===== src/les_pkg.sv =====
// lane error readout package: register map, fields, reset values, states
package les_pkg;
    localparam logic [7:0] LES_ADDR_CTRL = 8'h15;
    localparam logic [7:0] LES_ADDR_SRC_SEL = 8'h16;
    localparam logic [7:0] LES_ADDR_L1_LO = 8'h1a;
    localparam logic [7:0] LES_ADDR_L1_HI = 8'h1b;
    localparam logic [7:0] LES_ADDR_L2_LO = 8'h1c;
    localparam logic [7:0] LES_ADDR_L2_HI = 8'h1d;
    localparam logic [7:0] LES_ADDR_L3_LO = 8'h1e;
    localparam logic [7:0] LES_ADDR_L3_HI = 8'h1f;
    localparam logic [7:0] LES_ADDR_STATUS = 8'h20;
    localparam logic [7:0] LES_ADDR_LINK_CFG = 8'h21;
    localparam int LES_CLR_BIT = 4;
    localparam int LES_PD_BIT = 7;
    localparam int LES_SB_BIT = 6;
    localparam int LES_SWAP_BIT = 0;
    localparam int LES_RATIO_BIT = 1;
    localparam int LES_CNT_W = 12;
    localparam logic [11:0] LES_CNT_MAX = 12'hfff;
    localparam logic [11:0] LES_CNT_RST = 12'h000;
    localparam logic [2:0] LES_SRC_RST = 3'h0;
    localparam logic [2:0] LES_SRC_DISP = 3'h0;
    localparam logic [2:0] LES_SRC_FIFO = 3'h1;
    localparam logic [2:0] LES_SRC_OVF = 3'h2;
    localparam logic [2:0] LES_SRC_UNF = 3'h3;
    localparam logic [2:0] LES_SRC_DESKEW = 3'h4;
    localparam logic [7:0] LES_RD_UNMAPPED = 8'h00;
    // serial slave address, arbitrary value
    localparam logic [6:0] LES_DEV_ADDR = 7'h5e;
    typedef enum logic [5:0] {
        LES_IDLE = 6'b000001,
        LES_ADDR = 6'b000010,
        LES_ACK = 6'b000100,
        LES_WRITE = 6'b001000,
        LES_READ = 6'b010000,
        LES_RACK = 6'b100000
    } les_i2c_st_t;
endpackage


===== src/les_reg_if.sv =====
// register access carrier between serial slave and register bank
`timescale 1ns/10ps
`default_nettype none
interface les_reg_if;
    logic wr_stb;
    logic [7:0] wr_addr;
    logic [7:0] wr_data;
    logic [7:0] rd_addr;
    logic [7:0] rd_data;
    modport slave (output wr_stb, output wr_addr, output wr_data,
        output rd_addr, input rd_data);
    modport bank (input wr_stb, input wr_addr, input wr_data,
        input rd_addr, output rd_data);
endinterface
`default_nettype wire


===== src/les_i2c_slave.sv =====
// serial control port slave with register pointer and auto increment
`timescale 1ns/10ps
`default_nettype none
module les_i2c_slave
    import les_pkg::*;
#(
    parameter logic [6:0] DEV_ADDR = LES_DEV_ADDR
) (
    input wire logic mclk,
    input wire logic rstn,
    input wire logic scl_i,
    input wire logic sda_i,
    output logic sda_o,
    output logic sda_oe_n,
    les_reg_if.slave bus
);
    import les_pkg::*;

    ////////////////////////////////////////////////////////////////////////
    logic [2:0] scl_q, scl_d, sda_q, sda_d;
    les_i2c_st_t st_q, st_d;
    logic [2:0] bit_q, bit_d;
    logic [7:0] sh_q, sh_d, ptr_q, ptr_d, wa_q, wa_d, wd_q, wd_d;
    logic rw_q, rw_d, drv_q, drv_d, done_q, done_d, first_q, first_d;
    logic nack_q, nack_d, stb_q, stb_d;
    logic rise, fall, start, stop;

    // stage 0 of each sync chain feeds only stage 1
    assign rise = scl_q[1] & ~scl_q[2];
    assign fall = ~scl_q[1] & scl_q[2];
    assign start = scl_q[1] & scl_q[2] & ~sda_q[1] & sda_q[2];
    assign stop = scl_q[1] & scl_q[2] & sda_q[1] & ~sda_q[2];

    always_comb begin
        scl_d = {scl_q[1:0], scl_i};
        sda_d = {sda_q[1:0], sda_i};
        st_d = st_q;
        bit_d = bit_q;
        sh_d = sh_q;
        ptr_d = ptr_q;
        wa_d = wa_q;
        wd_d = wd_q;
        rw_d = rw_q;
        drv_d = drv_q;
        done_d = done_q;
        first_d = first_q;
        nack_d = nack_q;
        stb_d = 1'b0;
        if (start) begin
            st_d = LES_ADDR;
            bit_d = 3'h0;
            done_d = 1'b0;
            first_d = 1'b1;
            drv_d = 1'b0;
        end else if (stop) begin
            st_d = LES_IDLE;
            drv_d = 1'b0;
        end else if (rise) begin
            if (st_q == LES_ADDR || st_q == LES_WRITE) begin
                sh_d = {sh_q[6:0], sda_q[1]};
                bit_d = bit_q + 3'h1;
                done_d = (bit_q == 3'h7);
            end else if (st_q == LES_RACK) begin
                nack_d = sda_q[1];
            end
        end else if (fall) begin
            case (st_q)
                LES_ADDR: begin
                    if (done_q) begin
                        done_d = 1'b0;
                        if (sh_q[7:1] == DEV_ADDR) begin
                            st_d = LES_ACK;
                            drv_d = 1'b1;
                            rw_d = sh_q[0];
                        end else begin
                            st_d = LES_IDLE;
                        end
                    end
                end
                LES_WRITE: begin
                    if (done_q) begin
                        done_d = 1'b0;
                        st_d = LES_ACK;
                        drv_d = 1'b1;
                        first_d = 1'b0;
                        if (first_q) begin
                            ptr_d = sh_q;
                        end else begin
                            stb_d = 1'b1;
                            wa_d = ptr_q;
                            wd_d = sh_q;
                            ptr_d = ptr_q + 8'h01;
                        end
                    end
                end
                LES_ACK: begin
                    bit_d = 3'h0;
                    if (rw_q) begin
                        st_d = LES_READ;
                        sh_d = bus.rd_data;
                        drv_d = ~bus.rd_data[7];
                        ptr_d = ptr_q + 8'h01;
                    end else begin
                        st_d = LES_WRITE;
                        drv_d = 1'b0;
                    end
                end
                LES_READ: begin
                    if (bit_q == 3'h7) begin
                        st_d = LES_RACK;
                        drv_d = 1'b0;
                    end else begin
                        sh_d = {sh_q[6:0], 1'b0};
                        drv_d = ~sh_q[6];
                        bit_d = bit_q + 3'h1;
                    end
                end
                LES_RACK: begin
                    if (nack_q) begin
                        st_d = LES_IDLE;
                    end else begin
                        st_d = LES_READ;
                        bit_d = 3'h0;
                        sh_d = bus.rd_data;
                        drv_d = ~bus.rd_data[7];
                        ptr_d = ptr_q + 8'h01;
                    end
                end
                default: begin
                    st_d = LES_IDLE;
                end
            endcase
        end
    end

    always_ff @(posedge mclk) begin
        if (!rstn) begin
            scl_q <= 3'h7;
            sda_q <= 3'h7;
            st_q <= LES_IDLE;
            bit_q <= 3'h0;
            sh_q <= 8'h00;
            ptr_q <= 8'h00;
            wa_q <= 8'h00;
            wd_q <= 8'h00;
            rw_q <= 1'b0;
            drv_q <= 1'b0;
            done_q <= 1'b0;
            first_q <= 1'b0;
            nack_q <= 1'b0;
            stb_q <= 1'b0;
        end else begin
            scl_q <= scl_d;
            sda_q <= sda_d;
            st_q <= st_d;
            bit_q <= bit_d;
            sh_q <= sh_d;
            ptr_q <= ptr_d;
            wa_q <= wa_d;
            wd_q <= wd_d;
            rw_q <= rw_d;
            drv_q <= drv_d;
            done_q <= done_d;
            first_q <= first_d;
            nack_q <= nack_d;
            stb_q <= stb_d;
        end
    end

    // open drain: only ever pulls low
    assign sda_o = 1'b0;
    assign sda_oe_n = ~drv_q;
    assign bus.wr_stb = stb_q;
    assign bus.wr_addr = wa_q;
    assign bus.wr_data = wd_q;
    assign bus.rd_addr = ptr_q;
endmodule // les_i2c_slave
`default_nettype wire


===== src/les_readout.sv =====
// lane error counter readout and power status register bank
// What this block does
// - lane1 12-bit count at 1Ah/1Bh, reset zero
// - lane2 12-bit count at 1Ch/1Dh, reset zero
// - lane3 12-bit count at 1Eh/1Fh, reset zero
// - 20h bit7 reads power-down state
// - 20h bit6 reads standby, bits 5:0 zero
// - hot plug low clears clock-ratio flag
// - selectable input lane order swap
// - clear bit rising edge zeroes counters, self-clears
// - three-bit select chooses counted error source
// - power-down clears all programmed registers
`timescale 1ns/10ps
`default_nettype none
module les_readout
    import les_pkg::*;
#(
    parameter int LANES = 4
) (
    input wire logic mclk,
    input wire logic rstn,
    input wire logic scl_i,
    input wire logic sda_i,
    output logic sda_o,
    output logic sda_oe_n,
    input wire logic oe_pin,
    input wire logic hpd_pin,
    input wire logic clk_detect,
    input wire logic [LANES-1:0] err_disp,
    input wire logic [LANES-1:0] err_fifo,
    input wire logic [LANES-1:0] err_ovf,
    input wire logic [LANES-1:0] err_unf,
    input wire logic [LANES-1:0] deskew_stat,
    output logic power_down,
    output logic standby,
    output logic clock_ratio_flag,
    output logic lane_swap
);
    import les_pkg::*;

    function automatic logic pick_src(input logic [2:0] sel,
                                      input logic [4:0] ev);
        logic r;
        r = 1'b0;
        case (sel)
            LES_SRC_DISP: r = ev[0];
            LES_SRC_FIFO: r = ev[1];
            LES_SRC_OVF: r = ev[2];
            LES_SRC_UNF: r = ev[3];
            LES_SRC_DESKEW: r = ev[4];
            default: r = 1'b0;
        endcase
        return r;
    endfunction

    ////////////////////////////////////////////////////////////////////////
    les_reg_if bus ();

    les_i2c_slave u_slave (
        .mclk(mclk),
        .rstn(rstn),
        .scl_i(scl_i),
        .sda_i(sda_i),
        .sda_o(sda_o),
        .sda_oe_n(sda_oe_n),
        .bus(bus)
    );

    ////////////////////////////////////////////////////////////////////////
    // pin synchronisers; stage 0 read only by stage 1
    logic [1:0] oe_q, oe_d, hpd_q, hpd_d, cdet_q, cdet_d;
    logic hpd_prev_q, hpd_prev_d, pd_q, pd_d, sb_q, sb_d;
    logic hpd_fall;

    always_comb begin
        oe_d = {oe_q[0], oe_pin};
        hpd_d = {hpd_q[0], hpd_pin};
        cdet_d = {cdet_q[0], clk_detect};
        hpd_prev_d = hpd_q[1];
        // enable low, or enable high with hot plug low, is power-down
        pd_d = ~oe_q[1] | ~hpd_q[1];
        sb_d = oe_q[1] & hpd_q[1] & ~cdet_q[1];
    end

    // oe_pin is only trusted once rails are up; sampled as a plain level
    always_ff @(posedge mclk) begin
        if (!rstn) begin
            oe_q <= 2'h0;
            hpd_q <= 2'h0;
            cdet_q <= 2'h0;
            hpd_prev_q <= 1'b0;
            pd_q <= 1'b0;
            sb_q <= 1'b0;
        end else begin
            oe_q <= oe_d;
            hpd_q <= hpd_d;
            cdet_q <= cdet_d;
            hpd_prev_q <= hpd_prev_d;
            pd_q <= pd_d;
            sb_q <= sb_d;
        end
    end
    assign hpd_fall = hpd_prev_q & ~hpd_q[1];

    ////////////////////////////////////////////////////////////////////////
    // programmed registers
    logic clr_q, clr_d, clr_prev_q, clr_prev_d, clr_edge;
    logic [2:0] src_q, src_d;
    logic swap_q, swap_d, ratio_q, ratio_d;
    logic wr_ctrl, wr_cfg;

    assign wr_ctrl = bus.wr_stb && (bus.wr_addr == LES_ADDR_CTRL);
    assign wr_cfg = bus.wr_stb && (bus.wr_addr == LES_ADDR_LINK_CFG);
    assign clr_edge = clr_q & ~clr_prev_q;

    always_comb begin
        // a write lasts one cycle in clr_q, hence self-clearing
        clr_d = wr_ctrl & bus.wr_data[LES_CLR_BIT];
        clr_prev_d = clr_q;
        src_d = src_q;
        swap_d = swap_q;
        ratio_d = ratio_q;
        if (bus.wr_stb && bus.wr_addr == LES_ADDR_SRC_SEL) begin
            src_d = bus.wr_data[2:0];
        end
        if (hpd_fall) begin
            ratio_d = 1'b0;
        end
        // host write wins over a same-cycle hot plug drop
        if (wr_cfg) begin
            swap_d = bus.wr_data[LES_SWAP_BIT];
            ratio_d = bus.wr_data[LES_RATIO_BIT];
        end
        if (pd_q) begin
            clr_d = 1'b0;
            src_d = LES_SRC_RST;
            swap_d = 1'b0;
            ratio_d = 1'b0;
        end
    end

    always_ff @(posedge mclk) begin
        if (!rstn) begin
            clr_q <= 1'b0;
            clr_prev_q <= 1'b0;
            src_q <= LES_SRC_RST;
            swap_q <= 1'b0;
            ratio_q <= 1'b0;
        end else begin
            clr_q <= clr_d;
            clr_prev_q <= clr_prev_d;
            src_q <= src_d;
            swap_q <= swap_d;
            ratio_q <= ratio_d;
        end
    end

    ////////////////////////////////////////////////////////////////////////
    // per-lane event selection; swap reverses physical lane order
    logic [LANES-1:0] lane_evt;
    genvar g;
    generate
        for (g = 0; g < LANES; g++) begin : g_lane
            localparam int PHYS = LANES - 1 - g;
            logic [4:0] ev_str, ev_swp;
            assign ev_str = {deskew_stat[g], err_unf[g], err_ovf[g],
                             err_fifo[g], err_disp[g]};
            assign ev_swp = {deskew_stat[PHYS], err_unf[PHYS], err_ovf[PHYS],
                             err_fifo[PHYS], err_disp[PHYS]};
            assign lane_evt[g] = pick_src(src_q,
                swap_q ? ev_swp : ev_str);
        end
    endgenerate

    // lanes 1..3 only; lane 0 lives in another bank
    logic [LES_CNT_W-1:0] cnt_q [1:3];
    logic [LES_CNT_W-1:0] cnt_d [1:3];

    always_comb begin
        for (int l = 1; l <= 3; l++) begin
            cnt_d[l] = cnt_q[l];
            if (pd_q || clr_edge) begin
                cnt_d[l] = LES_CNT_RST;
            end else if (lane_evt[l] && cnt_q[l] != LES_CNT_MAX) begin
                cnt_d[l] = cnt_q[l] + 12'h001;
            end
        end
    end

    always_ff @(posedge mclk) begin
        for (int l = 1; l <= 3; l++) begin
            if (!rstn) begin
                cnt_q[l] <= LES_CNT_RST;
            end else begin
                cnt_q[l] <= cnt_d[l];
            end
        end
    end

    ////////////////////////////////////////////////////////////////////////
    // read decode
    always_comb begin
        bus.rd_data = LES_RD_UNMAPPED;
        if (bus.rd_addr == LES_ADDR_CTRL) begin
            bus.rd_data = {3'h0, clr_q, 4'h0};
        end else if (bus.rd_addr == LES_ADDR_SRC_SEL) begin
            bus.rd_data = {5'h00, src_q};
        end else if (bus.rd_addr == LES_ADDR_L1_LO) begin
            bus.rd_data = cnt_q[1][7:0];
        end else if (bus.rd_addr == LES_ADDR_L1_HI) begin
            bus.rd_data = {4'h0, cnt_q[1][11:8]};
        end else if (bus.rd_addr == LES_ADDR_L2_LO) begin
            bus.rd_data = cnt_q[2][7:0];
        end else if (bus.rd_addr == LES_ADDR_L2_HI) begin
            bus.rd_data = {4'h0, cnt_q[2][11:8]};
        end else if (bus.rd_addr == LES_ADDR_L3_LO) begin
            bus.rd_data = cnt_q[3][7:0];
        end else if (bus.rd_addr == LES_ADDR_L3_HI) begin
            bus.rd_data = {4'h0, cnt_q[3][11:8]};
        end else if (bus.rd_addr == LES_ADDR_STATUS) begin
            bus.rd_data = {pd_q, sb_q, 6'h00};
        end else if (bus.rd_addr == LES_ADDR_LINK_CFG) begin
            bus.rd_data = {6'h00, ratio_q, swap_q};
        end
    end

    assign power_down = pd_q;
    assign standby = sb_q;
    assign clock_ratio_flag = ratio_q;
    assign lane_swap = swap_q;

    ////////////////////////////////////////////////////////////////////////
    a_cnt_clear: assert property (@(posedge mclk)
        disable iff (!rstn)
        $rose(clr_q) |=> (cnt_q[1] == 12'h000 && cnt_q[2] == 12'h000
                          && cnt_q[3] == 12'h000))
        else $error("counters not cleared by clear edge");
    a_clr_self: assert property (@(posedge mclk)
        disable iff (!rstn)
        clr_q |=> !clr_q)
        else $error("clear bit did not self-clear");
    a_cnt_saturate: assert property (@(posedge mclk)
        disable iff (!rstn)
        (cnt_q[1] == 12'hfff && !clr_edge && !pd_q) |=> cnt_q[1] == 12'hfff)
        else $error("lane1 counter wrapped");
    a_cnt_count: assert property (@(posedge mclk)
        disable iff (!rstn)
        (lane_evt[3] && !clr_edge && !pd_q && cnt_q[3] != 12'hfff)
        |=> cnt_q[3] == $past(cnt_q[3]) + 12'h001)
        else $error("lane3 counter missed an event");
    a_src_reserved: assert property (@(posedge mclk)
        disable iff (!rstn)
        (src_q == 3'h5) |-> lane_evt == '0)
        else $error("reserved source produced events");
    a_pd_status: assert property (@(posedge mclk)
        disable iff (!rstn)
        (!oe_q[1]) |=> (power_down && bus.rd_addr != 8'h20
                        || bus.rd_data[7]))
        else $error("power-down status not shown");
    a_sb_status: assert property (@(posedge mclk)
        disable iff (!rstn)
        (bus.rd_addr == 8'h20) |-> (bus.rd_data[5:0] == 6'h00
                                    && bus.rd_data[6] == standby))
        else $error("status register bits wrong");
    a_hi_nibble: assert property (@(posedge mclk)
        disable iff (!rstn)
        (bus.rd_addr == 8'h1d) |-> bus.rd_data[7:4] == 4'h0)
        else $error("lane2 reserved bits nonzero");
    a_ratio_hpd: assert property (@(posedge mclk)
        disable iff (!rstn)
        (hpd_fall && !wr_cfg) |=> !clock_ratio_flag)
        else $error("ratio flag survived hot plug drop");
    a_pd_clears: assert property (@(posedge mclk)
        disable iff (!rstn)
        pd_q |=> (src_q == 3'h0 && !lane_swap && !clock_ratio_flag
                  && cnt_q[1] == 12'h000))
        else $error("power-down left registers set");
    a_swap_map: assert property (@(posedge mclk)
        disable iff (!rstn)
        (lane_swap && src_q == 3'h0) |-> lane_evt[1] == err_disp[2])
        else $error("swapped lane mapping wrong");
endmodule // les_readout
`default_nettype wire


===== config.mk =====
export PLATFORM = sky130hd
export DESIGN_NAME = les_readout
export DESIGN_NICKNAME = d
export VERILOG_FILES = /design/src/les_pkg.sv /design/src/les_reg_if.sv /design/src/les_i2c_slave.sv /design/src/les_readout.sv
export SDC_FILE = /design/constraint.sdc
export NUM_CORES = 1
export LEC_CHECK = 0
export BUFFER_PORTS_ARGS = -buffer_cell sky130_fd_sc_hd__buf_2
export CAP_MARGIN = 20
export CELL_PAD_IN_SITES_DETAIL_PLACEMENT = 0
export CELL_PAD_IN_SITES_GLOBAL_PLACEMENT = 1
export CORE_MARGIN = 1.5
export CORE_UTILIZATION = 47
export CTS_CLUSTER_DIAMETER = 40
export DETAILED_ROUTE_END_ITERATION = 10
export GPL_TIMING_DRIVEN = 0
export PLACE_DENSITY = 0.81
export SETUP_SLACK_MARGIN = 0.5
export SLEW_MARGIN = 20
export SYNTH_ARGS = -nofsm -noshare
export SYNTH_HDL_FRONTEND = slang
export SYNTH_HIERARCHICAL = 1
export SYNTH_SLANG_ARGS = --single-unit

===== constraint.sdc =====
create_clock -name mclk -period 2.2 [get_ports mclk]
set_input_delay 0.66 -clock mclk [delete_from_list [all_inputs] [get_ports mclk]]
set_output_delay 0.66 -clock mclk [all_outputs]
set_load 0.01 [all_outputs]

==> qor.yml <==
globalRouteMet3Util_pct: 5.400
htree_levels: 3
die_h_um: 114.3
cellLeakagePower_nw: 2.835
path_class: "reg -> reg"
dpl-instance-area_um2: 6382
core.rowCount: 40
nNetsFinal: 821
final_cells: 958
fillerInstances: 926
grt_max_degree: 19
hold_viol_final: 0
wire_per_inst_um: 19.00
clkPwrFrac_pct: 43.2
max_freq_mhz: 454.5
coreArea_um2: 12060
failed_checks: "negative setup slack"
post-dp-hpwl_um: 11740
setup_slack_ns: -0.0002502
gp_congestion: 0.8767
rsz0062_at_grt: "yes"
grt_use_met1_pct: 38.01
fin_util_pct: 67.69
grt_pass1_wl_um: 28190
firstDrtPassIters: 5
clockBufferDepth: 2
timing.final.max_slew_violations: 0
drc_errors: 0
place_ws_ns: -0.3524
cp.required_ns: 2.45
cap_violations: 0
cp_max_fo: 5
final_cell_mix: "dfxtp_1 (68), nand2_1 (59), buf_4 (48), a21oi_1 (36), nor2_1 (35)"
ir_worst_vdd_mv: 0.6841
avgSynthCellArea_um2: 8.583
netlist_instances: 678
dp_cells: 877
die_area_um2: 13060
routed_wl_um: 18200
power_switching_mw: 1.004
cts.clk_slew.worst_paths_ns: 0.08
outcome: "complete, but fails checks"
seq_power_share_pct: 47.5
clock_skew_ns: 0.008622
clkLatencyLatePin_ns: 0.36
die_w_um: 114.3
drive_above_1_share_pct: 44.18
crit_arrival_ns: 2.45
start_util_pct: 48.25
hp-class: "reg -> reg"
tritoncts: "done"
viasPerCell: 6.101
hold_ws_ns: 0.4109
design_area_um2: 8164
synthToLayoutAreaGrowth_pct: 40.29
grt_usage_pct: 27.56
slew_headroom_pct: 57.28
syn_area_um2: 5819
hold_buffers: 0
numPortBuffers: 31
synthesis.nets: 714
ant_nets: 0
io_pins: 33
intPower_mw: 2.895
vias: 5845
p_per_area_nw_per_um2: 477.7
cts_root_buf: "clkbuf_16"
total_power_mw: 3.900
antenna_cells_inserted: 0
final_common_cell: "dfxtp_1"
antenna_found_initial: 0
met2_usage_pct: 44.82
grt_pass1_vias: 5369
min_period_ns: 2.200
power_frac_comb_pct: 9.4
critPathCaptureType: "flop"
finalCritPeriodShare_pct: 100.0
grt-ovfl-total: 0
start_kind: "flop"
busiest_layer: "met2"
ys_warn_count: 6
cts.sinks: 101
cts-buffers-inserted: 9
switching_share_pct: 25.75
setup_viol: 1
drt-initial-drc-count: 544
worst_pin_slew_ns: 0.6408
setup_tns_ns: -0.0002502
r2r_setup_slack_ns: -0.0003
flip-flops by register name (all words and copies together), names as in the netlist, 4 cells and up:
register             count
u_slave/bus.wr_data      4
u_slave/bus.wr_addr      8
u_slave/bus.rd_addr      8
cnt_q                   36
u_slave/sh_q             8
u_slave/st_q             6
per-layer routing:
layer / routed length, um / share of wire [%] / vias up
li1: - / - / 2759
met1: 8174 / 45 / 2865
met2: 8627 / 47 / 199
met3: 1125 / 6.2 / 22
met4: 275 / 1.5 / 0
met5: 0 / 0 / -
final cells by class:
type	instances	area (um^2)	area share (%)
Timing Repair Buffer	95	768.2	9.410
Multi-Input combinational cell	518	4312	52.81
Sequential cell	101	2103	25.76
Clock buffer	9	225.2	2.759
Inverter	18	67.56	0.8276
Tap cell	168	210.2	2.575
Buffer	42	394.1	4.828
Clock inverter	7	83.83	1.027
final timing paths:
path | startpoint | endpoint | cells past startpoint
worst max-delay path | lane_swap | cnt_q[0][0] | 7
worst min-delay path | u_slave/sda_q[0] | u_slave/sda_q[1] | 1
worst max register to register | lane_swap | cnt_q[0][0] | 7
worst min register to register | u_slave/sda_q[0] | u_slave/sda_q[1] | 1
critical path: stages (launching register included):
cell and delay [ns]:
dfxtp_4 0.40, mux2_4 0.30, a222oi_1 0.59, a211o_1 0.32
buf_6 0.17, buf_8 0.13, xor2_1 0.14, nor2_1 0.05
power by group through the flow:
| stage | clock network [mW] | registers [mW] | logic [mW] |
|---|---|---|---|
| after floorplan | 0 | 1.90 | 0.174 |
| after global placement | 0 | 1.91 | 0.248 |
| after detailed placement | 0 | 1.91 | 0.253 |
| after CTS | 1.70 | 1.86 | 0.319 |
| after global routing | 1.77 | 1.85 | 0.385 |
| final | 1.68 | 1.85 | 0.365 |
timing repair:
item / 4_1_cts / 5_1_grt
endpoints found under the setup margin: 74 / 76
pin swaps: 69 / 53
resized for setup: 159 / 98
cloned: 7 / 1
hold endpoints to repair: 0 / 0
buffers inserted: 34 / 23
Note: power is estimated with default switching activity, not from simulation.
